**src/bps_consts.svh**
```systemverilog
// Constants for the board power sequencer: offsets, field positions,
// reset values and timing counts.
// Assumes a 100 MHz core clock; included by its bare name.
`ifndef BPS_CONSTS_SVH
`define BPS_CONSTS_SVH

// ----------------------------------------------------------------------
// Clock and timing
// ----------------------------------------------------------------------
`define BPS_CLK_MHZ        100
`define BPS_TRIP_US        21
`define BPS_TRIP_CYC       (`BPS_TRIP_US * `BPS_CLK_MHZ)
`define BPS_EXTF_US        21
`define BPS_EXTF_CYC       (`BPS_EXTF_US * `BPS_CLK_MHZ)
`define BPS_PGD_US         50
`define BPS_PGD_CYC        (`BPS_PGD_US * `BPS_CLK_MHZ)
`define BPS_TIMER_US       2500
`define BPS_TIMER_CYC      (`BPS_TIMER_US * `BPS_CLK_MHZ)
`define BPS_CNT_W          24

// ----------------------------------------------------------------------
// Register offsets (byte addresses)
// ----------------------------------------------------------------------
`define BPS_ADR_CTRL       8'h00
`define BPS_ADR_STATE      8'h04
`define BPS_ADR_IRQ_STAT   8'h08
`define BPS_ADR_IRQ_EN     8'h0c
`define BPS_ADR_IRQ_CLR    8'h10

// ----------------------------------------------------------------------
// Field positions and reset values
// ----------------------------------------------------------------------
`define BPS_CTRL_SOFT_OFF  0
`define BPS_CTRL_RST       1'h0
`define BPS_IRQ_EN_RST     5'h00
`define BPS_EV_OC_TRIP     0
`define BPS_EV_SC_TRIP     1
`define BPS_EV_EXT_FAULT   2
`define BPS_EV_PG_RISE     3
`define BPS_EV_PG_FALL     4
`define BPS_EV_W           5
`define BPS_SYNC_W         11
`define BPS_SYNC_RST       11'h406

`endif

```
**src/bps_pkg.sv**
```systemverilog
// Types for the board power sequencer.
// Assumes nothing of its surroundings.
package bps_pkg;

	// ------------------------------------------------------------------
	// Sequencer states
	// ------------------------------------------------------------------
	typedef enum logic [1:0] {
		BPS_OFF,
		BPS_RAMP,
		BPS_ARMED,
		BPS_LATCHED
	} bps_state_t;

	// ------------------------------------------------------------------
	// Register selector
	// ------------------------------------------------------------------
	typedef enum logic [2:0] {
		BPS_REG_CTRL,
		BPS_REG_STATE,
		BPS_REG_IRQ_STAT,
		BPS_REG_IRQ_EN,
		BPS_REG_IRQ_CLR,
		BPS_REG_NONE
	} bps_reg_t;

endpackage

```
**src/bps_sequencer.sv**
```systemverilog
// Board power sequencer top: supply enables, breaker, power-good and
// local reset logic, with a classic Wishbone register slave.
// Assumes all pin inputs are asynchronous levels; analog sense levels
// arrive as comparator outputs; open-drain pins are resolved outside.
`timescale 1ns/1ps
`default_nettype none
`include "bps_consts.svh"

//Contract
// - Off request held keeps supplies off.
// - Off request low starts gate and timer.
// - Blanking window ignores current faults entirely.
// - Breaker armed only after timer threshold.
// - Sustained overcurrent past delay trips, fault low.
// - Short circuit trips immediately when armed.
// - Both outputs good asserts board_n_a, reset follows.
// - Not board_n_a forces local reset asserted.
// - Power-down enables output discharge switches.
// - Power-down clears blanking timer immediately.
// - Power-down uses gate pull-down, charge off.
// - Power-down output loss drops board_n_a at once.
// - Trip latches until off request cycles.
// - Power-good released after loss deglitch delay.
// - Host reset low drives local reset low.
// - External fault low latches off after deglitch.
module bps_sequencer
	import bps_pkg::*;
#(
	parameter int TIMER_CYCLES = `BPS_TIMER_CYC,
	parameter int PGD_CYCLES   = `BPS_PGD_CYC
) (
	// Clock and reset
	input  wire logic        core_clk,
	input  wire logic        reset,
	// Wishbone slave
	input  wire logic        wb_cyc_i,
	input  wire logic        wb_stb_i,
	input  wire logic        wb_we_i,
	input  wire logic [7:0]  wb_adr_i,
	input  wire logic [3:0]  wb_sel_i,
	input  wire logic [31:0] wb_dat_i,
	output logic      [31:0] wb_dat_o,
	output logic             wb_ack_o,
	// Backplane control inputs
	input  wire logic        board_select_n,
	input  wire logic        host_reset_in,
	// Comparator inputs
	input  wire logic        oc_3v,
	input  wire logic        oc_5v,
	input  wire logic        sc_3v,
	input  wire logic        sc_5v,
	input  wire logic        good_3v,
	input  wire logic        good_5v,
	// Fault pin, open drain two-way
	input  wire logic        fault_i,
	output logic             fault_o,
	output logic             fault_oe_n,
	// Power-good pin, open drain
	input  wire logic        power_good_n_i,
	output logic             power_good_n_o,
	output logic             power_good_n_oe_n,
	// Local reset pin, open drain
	input  wire logic        local_reset_out_i,
	output logic             local_reset_out_o,
	output logic             local_reset_out_oe_n,
	// Analog switch enables
	input  wire logic        unused_tie_low,
	output logic             gate_charge_en,
	output logic             gate_pulldown_en,
	output logic             timer_charge_en,
	output logic             discharge_en,
	// Interrupt
	output logic             irq
);

	localparam logic [`BPS_CNT_W-1:0] TIMER_LAST = TIMER_CYCLES[`BPS_CNT_W-1:0] - 1'b1;

	// ------------------------------------------------------------------
	// Signals
	// ------------------------------------------------------------------
	logic [`BPS_SYNC_W-1:0] sync1_reg;
	logic [`BPS_SYNC_W-1:0] sync2_reg;
	logic                   bsel_s;
	logic                   hrst_s;
	logic                   oc3_s;
	logic                   oc5_s;
	logic                   sc3_s;
	logic                   sc5_s;
	logic                   g3_s;
	logic                   g5_s;
	logic                   fault_s;
	logic                   pgpin_s;
	logic                   lrpin_s;
	logic                   off_req;
	logic                   sc_any;
	logic                   pg_ok;
	logic                   oc_done;
	logic                   extf_done;
	logic                   pgloss_done;
	logic                   timer_done;
	logic                   soft_off_reg;
	logic                   pg_reg;
	logic                   pg_next;
	logic                   ack_reg;
	logic                   wr_stb;
	logic [`BPS_CNT_W-1:0]  timer_reg;
	logic [`BPS_EV_W-1:0]   irq_stat_reg;
	logic [`BPS_EV_W-1:0]   irq_en_reg;
	logic [`BPS_EV_W-1:0]   events;
	logic [`BPS_EV_W-1:0]   clr_mask;
	bps_state_t             state_reg;
	bps_state_t             state_next;
	bps_reg_t               sel_reg;

	// Address decode shared by read and write paths
	function automatic bps_reg_t reg_decode(input logic [7:0] adr);
		if (adr == `BPS_ADR_CTRL) begin
			return BPS_REG_CTRL;
		end else if (adr == `BPS_ADR_STATE) begin
			return BPS_REG_STATE;
		end else if (adr == `BPS_ADR_IRQ_STAT) begin
			return BPS_REG_IRQ_STAT;
		end else if (adr == `BPS_ADR_IRQ_EN) begin
			return BPS_REG_IRQ_EN;
		end else if (adr == `BPS_ADR_IRQ_CLR) begin
			return BPS_REG_IRQ_CLR;
		end else begin
			return BPS_REG_NONE;
		end
	endfunction

	// ------------------------------------------------------------------
	// Input synchronizers
	// ------------------------------------------------------------------
	// Two flops per input; only the second stage is read
	always_ff @(posedge core_clk or posedge reset) begin
		if (reset) begin
			sync1_reg <= `BPS_SYNC_RST;
			sync2_reg <= `BPS_SYNC_RST;
		end else begin
			sync1_reg <= {board_select_n, host_reset_in, oc_3v, oc_5v, sc_3v, sc_5v,
				good_3v, good_5v, fault_i, power_good_n_i, local_reset_out_i};
			sync2_reg <= sync1_reg;
		end
	end

	assign {bsel_s, hrst_s, oc3_s, oc5_s, sc3_s, sc5_s, g3_s, g5_s, fault_s, pgpin_s, lrpin_s} = sync2_reg;
	assign off_req = bsel_s | soft_off_reg;
	assign sc_any  = sc3_s | sc5_s;
	assign pg_ok   = g3_s & g5_s;

	// ------------------------------------------------------------------
	// Delay counters
	// ------------------------------------------------------------------
	// Overcurrent counts only while armed
	bps_deglitch #(.CYCLES(`BPS_TRIP_CYC)) u_oc_trip (
		.core_clk (core_clk),
		.reset    (reset),
		.level    ((oc3_s | oc5_s) && state_reg == BPS_ARMED),
		.done     (oc_done)
	);

	// Outside pull-down seen only while not driving the pin ourselves
	bps_deglitch #(.CYCLES(`BPS_EXTF_CYC)) u_ext_fault (
		.core_clk (core_clk),
		.reset    (reset),
		.level    (!fault_s && fault_oe_n),
		.done     (extf_done)
	);

	// Output loss qualified before power-good is released
	bps_deglitch #(.CYCLES(PGD_CYCLES)) u_pg_loss (
		.core_clk (core_clk),
		.reset    (reset),
		.level    (!pg_ok && pg_reg),
		.done     (pgloss_done)
	);

	// Blanking timer: cleared unless ramping or armed, counts in ramp
	always_ff @(posedge core_clk or posedge reset) begin
		if (reset) begin
			timer_reg <= '0;
		end else if (state_next == BPS_OFF || state_next == BPS_LATCHED) begin
			timer_reg <= '0;
		end else if (state_reg == BPS_RAMP && timer_reg != TIMER_LAST) begin
			timer_reg <= timer_reg + 1'b1;
		end
	end

	assign timer_done = (timer_reg == TIMER_LAST);

	// ------------------------------------------------------------------
	// Sequencer
	// ------------------------------------------------------------------
	always_comb begin
		state_next = state_reg;
		case (state_reg)
			BPS_OFF: begin
				if (!off_req) begin
					state_next = BPS_RAMP;
				end
			end
			BPS_RAMP: begin
				if (extf_done) begin
					state_next = BPS_LATCHED;
				end else if (off_req) begin
					state_next = BPS_OFF;
				end else if (timer_done) begin
					state_next = BPS_ARMED;
				end
			end
			BPS_ARMED: begin
				if (sc_any || oc_done || extf_done) begin
					state_next = BPS_LATCHED;
				end else if (off_req) begin
					state_next = BPS_OFF;
				end
			end
			default: begin
				if (off_req) begin
					state_next = BPS_OFF;
				end
			end
		endcase
	end

	always_ff @(posedge core_clk or posedge reset) begin
		if (reset) begin
			state_reg <= BPS_OFF;
		end else begin
			state_reg <= state_next;
		end
	end

	// Analog enables and fault pin, registered from the next state
	always_ff @(posedge core_clk or posedge reset) begin
		if (reset) begin
			gate_charge_en   <= 1'b0;
			gate_pulldown_en <= 1'b1;
			timer_charge_en  <= 1'b0;
			discharge_en     <= 1'b1;
			fault_oe_n       <= 1'b1;
		end else begin
			gate_charge_en   <= (state_next == BPS_RAMP || state_next == BPS_ARMED);
			gate_pulldown_en <= (state_next == BPS_OFF || state_next == BPS_LATCHED);
			timer_charge_en  <= (state_next == BPS_RAMP);
			discharge_en     <= (state_next == BPS_OFF);
			fault_oe_n       <= (state_next != BPS_LATCHED);
		end
	end

	// ------------------------------------------------------------------
	// Power good and local reset
	// ------------------------------------------------------------------
	always_comb begin
		pg_next = pg_reg;
		if (state_reg == BPS_OFF && !pg_ok) begin
			pg_next = 1'b0;
		end else if (pgloss_done) begin
			pg_next = 1'b0;
		end else if (pg_ok && (state_reg == BPS_RAMP || state_reg == BPS_ARMED)) begin
			pg_next = 1'b1;
		end
	end

	always_ff @(posedge core_clk or posedge reset) begin
		if (reset) begin
			pg_reg               <= 1'b0;
			power_good_n_oe_n    <= 1'b1;
			local_reset_out_oe_n <= 1'b0;
		end else begin
			pg_reg               <= pg_next;
			power_good_n_oe_n    <= !pg_next;
			local_reset_out_oe_n <= pg_next && hrst_s;
		end
	end

	// Open-drain pins only ever pull low
	assign fault_o           = 1'b0;
	assign power_good_n_o    = 1'b0;
	assign local_reset_out_o = unused_tie_low & 1'b0;

	// ------------------------------------------------------------------
	// Interrupt status
	// ------------------------------------------------------------------
	assign events[`BPS_EV_OC_TRIP]   = state_reg == BPS_ARMED && state_next == BPS_LATCHED && oc_done && !sc_any;
	assign events[`BPS_EV_SC_TRIP]   = state_reg == BPS_ARMED && sc_any;
	// Ramp ignores current faults, so only the outside pull can latch there
	assign events[`BPS_EV_EXT_FAULT] = state_reg != BPS_LATCHED && state_next == BPS_LATCHED &&
		(state_reg == BPS_RAMP || (!oc_done && !sc_any));
	assign events[`BPS_EV_PG_RISE]   = pg_next && !pg_reg;
	assign events[`BPS_EV_PG_FALL]   = !pg_next && pg_reg;
	assign clr_mask = (wr_stb && reg_decode(wb_adr_i) == BPS_REG_IRQ_CLR) ? wb_dat_i[`BPS_EV_W-1:0] : '0;

	// Sticky bits; a new event wins over a clear in the same cycle
	always_ff @(posedge core_clk or posedge reset) begin
		if (reset) begin
			irq_stat_reg <= '0;
		end else begin
			irq_stat_reg <= (irq_stat_reg & ~clr_mask) | events;
		end
	end

	assign irq = |(irq_stat_reg & irq_en_reg);

	// ------------------------------------------------------------------
	// Wishbone slave
	// ------------------------------------------------------------------
	// Write lands on the edge where ack is seen high
	assign wr_stb   = wb_cyc_i && wb_stb_i && wb_we_i && ack_reg && wb_sel_i[0];
	assign wb_ack_o = ack_reg;

	always_ff @(posedge core_clk or posedge reset) begin
		if (reset) begin
			ack_reg <= 1'b0;
			sel_reg <= BPS_REG_NONE;
		end else begin
			ack_reg <= wb_cyc_i && wb_stb_i && !ack_reg;
			sel_reg <= reg_decode(wb_adr_i);
		end
	end

	// Writable registers
	always_ff @(posedge core_clk or posedge reset) begin
		if (reset) begin
			soft_off_reg <= `BPS_CTRL_RST;
			irq_en_reg   <= `BPS_IRQ_EN_RST;
		end else if (wr_stb) begin
			if (reg_decode(wb_adr_i) == BPS_REG_CTRL) begin
				soft_off_reg <= wb_dat_i[`BPS_CTRL_SOFT_OFF];
			end else if (reg_decode(wb_adr_i) == BPS_REG_IRQ_EN) begin
				irq_en_reg <= wb_dat_i[`BPS_EV_W-1:0];
			end
		end
	end

	// Read data captured on the request edge, unmapped reads zero
	always_ff @(posedge core_clk or posedge reset) begin
		if (reset) begin
			wb_dat_o <= '0;
		end else if (wb_cyc_i && wb_stb_i && !ack_reg) begin
			if (reg_decode(wb_adr_i) == BPS_REG_CTRL) begin
				wb_dat_o <= {31'h00000000, soft_off_reg};
			end else if (reg_decode(wb_adr_i) == BPS_REG_STATE) begin
				wb_dat_o <= {25'h0000000, lrpin_s, pgpin_s, fault_s, timer_done, pg_reg, state_reg};
			end else if (reg_decode(wb_adr_i) == BPS_REG_IRQ_STAT) begin
				wb_dat_o <= {27'h0000000, irq_stat_reg};
			end else if (reg_decode(wb_adr_i) == BPS_REG_IRQ_EN) begin
				wb_dat_o <= {27'h0000000, irq_en_reg};
			end else begin
				wb_dat_o <= '0;
			end
		end
	end
endmodule
`default_nettype wire

```
**src/bps_deglitch.sv**
```systemverilog
// Level qualifier: done rises once the level has held for CYCLES clocks.
// Assumes a level already synchronous to core_clk.
`timescale 1ns/1ps
`default_nettype none
`include "bps_consts.svh"

module bps_deglitch #(
	parameter int CYCLES = 1
) (
	// Clock and reset
	input  wire logic core_clk,
	input  wire logic reset,
	// Level in, qualified level out
	input  wire logic level,
	output logic      done
);

	localparam logic [`BPS_CNT_W-1:0] LIMIT = CYCLES[`BPS_CNT_W-1:0];

	logic [`BPS_CNT_W-1:0] cnt_reg;

	// ------------------------------------------------------------------
	// Count while held, restart on any drop
	// ------------------------------------------------------------------
	always_ff @(posedge core_clk or posedge reset) begin
		if (reset) begin
			cnt_reg <= '0;
		end else if (!level) begin
			cnt_reg <= '0;
		end else if (cnt_reg != LIMIT) begin
			cnt_reg <= cnt_reg + 1'b1;
		end
	end

	// Saturated count marks a qualified level
	assign done = (cnt_reg == LIMIT);
endmodule
`default_nettype wire

```
**config.mk**
```make
export PLATFORM = sky130hd
export DESIGN_NAME = bps_sequencer
export DESIGN_NICKNAME = d
export VERILOG_FILES = /design/src/bps_pkg.sv /design/src/bps_sequencer.sv /design/src/bps_deglitch.sv
export VERILOG_INCLUDE_DIRS = /design/src
export SDC_FILE = /design/constraint.sdc
export NUM_CORES = 1
export LEC_CHECK = 0
export BUFFER_PORTS_ARGS = -buffer_cell sky130_fd_sc_hd__buf_2
export CORE_ASPECT_RATIO = 0.5
export CORE_UTILIZATION = 59
export CTS_BUF_LIST = sky130_fd_sc_hd__clkbuf_4
export DETAILED_ROUTE_END_ITERATION = 8
export GPL_TIMING_DRIVEN = 0
export PLACE_DENSITY = 0.81
export SYNTH_ARGS = -nofsm -noshare
export SYNTH_HDL_FRONTEND = slang
export SYNTH_SLANG_ARGS = --single-unit
export TNS_END_PERCENT = 50
```
**constraint.sdc**
```tcl
create_clock -name core_clk -period 4.75 [get_ports core_clk]
set_input_delay 0.475 -clock core_clk [delete_from_list [all_inputs] [get_ports core_clk]]
set_output_delay 0.475 -clock core_clk [all_outputs]
set_load 0.02 [all_outputs]
```
==> results of run 1 <==
[area by class of cell]
class                   count  area [µm²]
multi-input cells         532        3319
clock buffers              17       127.6
well taps                 165       206.4
flip-flops and latches    147        3691
fillers                   874        3664
plain buffers              50       297.8
clock inverters            15       170.2
repair buffers             57       367.9
inverters                  26       102.6
[power by group through the flow]
stage | Sequential (W) | Clock [W] | Combinational, W
3_5_place_dp | 0.00137 | 0 | 0.000392
4_1_cts | 0.00135 | 0.000838 | 0.000404
2_1_floorplan | 0.00139 | 0 | 0.000255
5_1_grt | 0.00136 | 0.000889 | 0.000445
3_3_place_gp | 0.00137 | 0 | 0.000378
6_report | 0.00135 | 0.000822 | 0.000403
[metal layers]
metal	wire (µm)	GRT usage, %
met1	6444	29.55
met2	7040	41.75
met3	617	4.959
met4	137	7.885
met5	0	0
[final timing paths]
| path | to | depth (start not counted) | slack (ns) | from |
|---|---|---|---|---|
| max | timer_reg[21] | 13 | 0.84 | u_oc_trip.cnt_reg[0] |
| max in group asynchronous | sync1_reg[2] | 4 | 3.42 | reset |
| min in group asynchronous | u_ext_fault.cnt_reg[8] | 3 | 0.46 | reset |
| min reg2reg | sync2_reg[0] | 0 | 0.36 | sync1_reg[0] |
| max reg2reg | timer_reg[21] | 13 | 0.84 | u_oc_trip.cnt_reg[0] |
| min | irq_en_reg[3] | 2 | 0.15 | wb_dat_i[3] |
[cells in the mapped netlist, types with 4 or more instances]
cell | count | area, µm²
nor4_1 | 17 | 106.4
nand2b_1 | 5 | 31.28
nand3_1 | 38 | 190.2
o2111ai_1 | 6 | 52.55
nor3_1 | 11 | 55.05
and4_1 | 14 | 122.6
nor4b_1 | 4 | 35.03
o31ai_1 | 5 | 37.54
nor2_1 | 94 | 352.8
xor2_1 | 44 | 385.4
mux2_1 | 6 | 67.56
dfrtp_1 | 137 | 3428
a21oi_1 | 22 | 110.1
dfstp_2 | 10 | 262.8
mux2i_1 | 8 | 80.08
nand2_1 | 48 | 180.2
inv_1 | 25 | 93.84
buf_4 | 29 | 217.7
and3_1 | 15 | 93.84
o211ai_1 | 5 | 37.54
and2_1 | 7 | 43.79
nand4_1 | 26 | 162.7
ha_1 | 14 | 175.2
o21ai_0 | 18 | 90.09
xnor2_1 | 27 | 236.5
or3_1 | 19 | 118.9
nor2b_1 | 4 | 25.02
nor3b_1 | 5 | 37.54
clkbuf_1 | 18 | 67.56
[logic make-up (layout without fill, tap and decap cells)]
| logic type | count (synthesis) | after routing | synth area share [%] |
|---|---|---|---|
| mux | 15 | 15 | 2.330 |
| flops | 147 | 147 | 50.53 |
| simple gates | 322 | 322 | 23.45 |
| compound gates | 81 | 81 | 7.177 |
| fa+ha+maj | 15 | 15 | 2.535 |
| xor+xnor | 71 | 71 | 8.513 |
| buf+inv | 76 | 165 | 5.413 |
| other cells | 1 | 28 | 0.05134 |
[through the flow]
step | instance area, µm² | setup slack, ns | TNS [ns] | instances
floorplan | 7406 | 0.3402 | 0 | 755
global placement | 7833 | -1.142 | -154.36 | 964
detailed placement | 7865 | 0.9578 | 0 | 965
CTS | 8273 | 0.9294 | 0 | 1008
global route | 8283 | 0.6835 | 0 | 1009
finish | 8283 | 0.8377 | 0 | 1009
[repair_timing]
item	in CTS	in global routing
hold buffers	11	1
endpoints found under the hold margin	54	1
gates resized for setup	0	0
[worst register-to-register path, stage by stage (launching register included)]
cell,delay [ns]
dfrtp_1,0.43
inv_1,0.10
ha_1,0.15
or4b_1,0.43
or4b_4,0.58
nor2_8,0.17
nor3_1,0.10
o2111ai_1,0.29
ha_1,0.36
nor2b_1,0.19
nor3b_1,0.58
nand4_1,0.20
xnor2_1,0.18
nor2_1,0.06
==> out/results.tsv, run 1 <==
metric	value	unit
vias	5576	
syn-instance-count	728	
ys_warn_count	0	
mostFrequentLayoutCell	dfrtp_1	
num_rows	28	
core	11950	µm²
mostFrequentLayoutCells	137 x dfrtp_1, 94 x nor2_1, 48 x nand2_1	
worstMarginPinSlew	0.9584	ns
vdd_drop_max	0.1555	mV
switching_power	0.0007974	W
cpMostUsedCell	ha_1	
synth_area	7305	µm²
drt_iter0_drc	476	
fin_worst_skew	0.02242	ns
yosys_most_used_dff	dfrtp_1	
postSynthAreaPerCell	10.03	µm²
insertion_delay	0.55	ns
root_buffer	clkbuf_4	
wl_per_cell	14.11	µm
synth_edf_count	0	
slew_headroom	35.52	%
finalCriticalPeriod	3.912	ns
p_leak	3.641	nW
cts_setup_buffers	0	
wl	14240	µm
cts_inserted_buffers	17	
status	finished clean	
dp_hpwl	9861	µm
crit_buf_inv	1	
dieArea	12860	µm²
cts.sinks	147	
place_congestion	0.8137	
drtAntennaViolNets	0	
grt_usage	23.71	%
clkPwrFrac	31.9	%
hold_viol	0	
initial_core_util	61.14	%
cpMaxStageDelayCell	or4b_4	
whs	0.1507	ns
io_pins	105	
comb_power_share	15.7	%
cts.reportedPaths.clkPinSlew	0.14	ns
die_y	80.68	µm
firstDrtPassIters	5	
grt_pass1_vias	5435	
via_per_inst	5.526	
cp_max_fo	8	
min_path_type	input pin to register	
htree_levels	4	
rsz0062_at_grt	no	
drcViolationCount	0	
critPathCaptureType	register	
seqPwrFrac	52.4	%
cp.required	5.18	ns
synth_cell_types	60	
area_growth_syn_to_layout	13.39	%
layout-drive-gt1-share	14.93	%
ys_ff_latch	147	
power_density	310.9	nW/µm²
max_clock_freq	0.2556	GHz
ys_seq_area_share	50.53	%
cap_violations	0	
overflow	0	
antenna_cells	0	
die_w	159.4	µm
start_kind	register	
fin_nets	906	
ys_async_sr_fraction	100.0	%
slew_violations	0	
critPathKind	register to register	
cpPeakStageDelay	0.58	ns
cpLargestDelayFamily	simple AND/OR/NAND/NOR gates	
grt_pass1_wl	24360	µm
antenna_found_initial	0	
cts_tree	built	
setup-violations-final	0	
grt_max_degree	104	
clk_path_buf_depth	2	
crit_arrival	4.35	ns
intPower	0.001778	W
portBuffers	44	
worstPathCellList	inv_1, ha_1, or4b_1, or4b_4, nor2_8, nor3_1, o2111ai_1, ha_1, nor2b_1, nor3b_1, nand4_1, xnor2_1, nor2_1	
final_util	69.33	%
swShare	30.96	%
power	0.002576	W
period_share	82.36	%
(Power assumes the default switching activity.)
==> inputs of run 2 (changes only) <==
--- a/config.mk
+++ b/config.mk
@@ -6,13 +6,14 @@
 export SDC_FILE = /design/constraint.sdc
 export NUM_CORES = 1
 export LEC_CHECK = 0
+export ABC_AREA = 1
 export BUFFER_PORTS_ARGS = -buffer_cell sky130_fd_sc_hd__buf_2
 export CORE_ASPECT_RATIO = 0.5
-export CORE_UTILIZATION = 59
+export CORE_UTILIZATION = 54
 export CTS_BUF_LIST = sky130_fd_sc_hd__clkbuf_4
 export DETAILED_ROUTE_END_ITERATION = 8
 export GPL_TIMING_DRIVEN = 0
-export PLACE_DENSITY = 0.81
+export PLACE_DENSITY = 0.77
 export SYNTH_ARGS = -nofsm -noshare
 export SYNTH_HDL_FRONTEND = slang
 export SYNTH_SLANG_ARGS = --single-unit
==> constraint.sdc (replaced) <==
create_clock -name core_clk -period 3.5 [get_ports core_clk]
set_input_delay 0.35 -clock core_clk [delete_from_list [all_inputs] [get_ports core_clk]]
set_output_delay 0.35 -clock core_clk [all_outputs]
set_load 0.02 [all_outputs]
==> out/results.tsv, run 2 <==
metric	value	unit	change
status	finished clean		
synth_edf_count	0		unchanged
core	14510	µm²	+21%
ys_seq_area_share	45.98	%	-4.6 points
cts.sinks	147		unchanged
synth_area	8028	µm²	+9.9%
period_share	92.29	%	+9.9 points
die_w	174.4	µm	+9.5%
cts.reportedPaths.clkPinSlew	0.14	ns	about the same
synth_cell_types	46		-23%
postSynthAreaPerCell	7.771	µm²	-23%
grt_max_degree	42		-60%
seqPwrFrac	51.2	%	-1.2 points
die_y	88.22	µm	+9.3%
cp.required	3.97	ns	-1.21 ns
vdd_drop_max	0.2646	mV	+70%
wl_per_cell	13.42	µm	-4.9%
grt_pass1_wl	30770	µm	+26%
cts_tree	built		
drtAntennaViolNets	0		unchanged
post_dp_cell_area	8666	µm²	+10%
area_growth_syn_to_layout	13.00	%	
min_path_type	input pin to register		
yosys.area.top_type_share	42.71	%	-4.2 points
whs	0.09247	ns	-0.05819 ns
hold_viol	0		unchanged
ys_ff_latch	147		unchanged
firstDrtPassIters	5		unchanged
max_clock_freq	0.3096	GHz	+21%
io_pins	105		unchanged
start_kind	register		
holdCritStartpoint	wb_dat_i[1]		
num_rows	31		+11%
overflow	0		unchanged
place_ws	0.2985	ns	-0.6594 ns
swShare	32.54	%	+1.6 points
portBuffers	45		+2.3%
crit_arrival	3.70	ns	-0.65 ns
drt_iter0_drc	570		+20%
antenna_found_initial	0		unchanged
num-fill-cells	1280		+46%
wl	18120	µm	+27%
cap_violations	0		unchanged
dieArea	15390	µm²	+20%
ys_async_sr_fraction	100.0	%	unchanged
yosys.cell_count.top_type	nand2_1		
ys_warn_count	0		unchanged
clk_path_buf_depth	2		unchanged
critPathCaptureType	register		
drcViolationCount	0		unchanged
fin_tns_setup	0	ns	unchanged
worstMarginPinSlew	0.8421	ns	-0.1163 ns
critPathKind	register to register		
cts_inserted_buffers	17		unchanged
p_leak	4.149	nW	+14%
synth_top_area_cell	dfrtp_1		
dp_hpwl	13340	µm	+35%
cp_max_fo	10		+2
antenna_cells	0		unchanged
via_per_inst	5.290		-4.3%
worstSetupStartpoint	timer_reg[0]		
grt_pass1_vias	6618		+22%
layout-drive-gt1-share	13.37	%	-1.6 points
worst_slack	0.2699	ns	-0.5678 ns
mostFrequentLayoutCells	220 x nand2_1, 150 x nor2_1, 137 x dfrtp_1		
yosys_most_used_dff	dfrtp_1		
finalCriticalPeriod	3.230	ns	-0.6822 ns
fin_worst_skew	0.02519	ns	+0.002763 ns
syn-instance-count	1033		+42%
vias	7142		+28%
fin_nets	1214		+34%
insertion_delay	0.54	ns	about the same
synth_common_cells	220 x nand2_1, 150 x nor2_1, 137 x dfrtp_1		
slew_violations	0		unchanged
root_buffer	clkbuf_4		
power_density	392.3	nW/µm²	+26%
initial_core_util	55.34	%	-5.8 points
slew_headroom	43.74	%	+8.2 points
htree_levels	4		unchanged
place_congestion	0.9499		+17%
synth_area_leaders	dfrtp_1 43%, nand2_1 10%, nor2_1 7.0%		
switching_power	0.001158	W	+45%
setup-violations-final	0		unchanged
clkPwrFrac	30.6	%	-1.3 points
intPower	0.002401	W	+35%
comb_power_share	18.2	%	+2.5 points
rsz0062_at_grt	no		
mostFrequentLayoutCell	nand2_1		
grt_usage	25.09	%	+1.4 points
r2r_start	timer_reg[0]		
design_area	9071	µm²	+9.5%
run 2: cell types whose count changed after synthesis, moves of 15 or more:
cell / delta
a21oi_1: +20
and3_1: -15
inv_1: +90
nand2_1: +172
nand3_1: +34
nor2_1: +56
nor3_1: +21
o21ai_0: +49
or3_1: -19
xnor2_1: -24
xor2_1: -23
run 2: per-layer routing:
layer / up-vias / wire length, µm / global-route usage [%]
met3: 15 / 802 / 5.326
met5: - / 0 / 0
met2: 169 / 8731 / 43.10
li1: 3557 / - / -
met1: 3401 / 8449 / 33.33
met4: 0 / 134 / 5.183
run 2: metrics by stage:
step                total power, W  utilization, %  std cells
global route              0.003744           62.53       1350
floorplan                 0.002299               -       1060
detailed placement        0.002491           59.74       1306
CTS                       0.003593           62.53       1350
finish                    0.003559           62.53       1350
global placement          0.002469           59.32       1303
run 2: path summary, 6_finish.rpt:
check | slack (ns) | endpoint | cells after the start
hold / removal | 0.09 | irq_en_reg[1] | 3
hold reg to reg | 0.36 | sync2_reg[8] | 0
setup / recovery | 0.27 | timer_reg[2] | 14
min in group asynchronous | 0.52 | irq_en_reg[0] | 3
setup reg to reg | 0.27 | timer_reg[2] | 14
max in group asynchronous | 2.26 | fault_oe_n | 4
run 2: cell families after synthesis:
kind of cell	Yosys count	synth area share (%)
xor gates and xnor gates	24	2.619
AOI/OAI and AO/OA	140	9.648
DFF	147	45.98
other	1	0.04671
buffers and inverters	160	9.086
and+or+nand+nor	547	30.44
adders and majority gates	14	2.182
run 2: critical path, stage by stage, from the launching register on:
cell	delay (ns)
dfrtp_1	0.49
ha_1	0.32
nand3_2	0.21
nor2_1	0.18
nand3_2	0.15
nand2_4	0.12
buf_6	0.16
a21oi_1	0.09
inv_1	0.06
nand2_1	0.08
ha_1	0.31
buf_2	0.23
buf_1	0.44
o21ai_0	0.17
a21oi_1	0.16
run 2: final cells by class:
cell class / count / area, µm² / share of cell area (%)
flip-flops and latches: 147 / 3691 / 40.69
repair buffers: 60 / 405.4 / 4.469
multi-input cells: 753 / 3709 / 40.88
plain buffers: 39 / 269.0 / 2.966
clock buffers: 17 / 127.6 / 1.407
well taps: 198 / 247.7 / 2.731
inverters: 121 / 464.2 / 5.117
clock inverters: 15 / 157.7 / 1.738
run 2: power groups by stage:
stage	clock network, W	registers [W]	logic [W]
after floorplan	0	0.00189	0.000407
final	0.00109	0.00182	0.000647
after global routing	0.00119	0.00183	0.000716
after detailed placement	0	0.00186	0.000634
after CTS	0.00112	0.00183	0.000647
after global placement	0	0.00185	0.000617
run 2: what timing repair did:
item,4_1_cts,5_1_grt
hold endpoints to repair,38,0
gates resized for setup,0,0
hold buffers,12,0
setup buffers,0,0
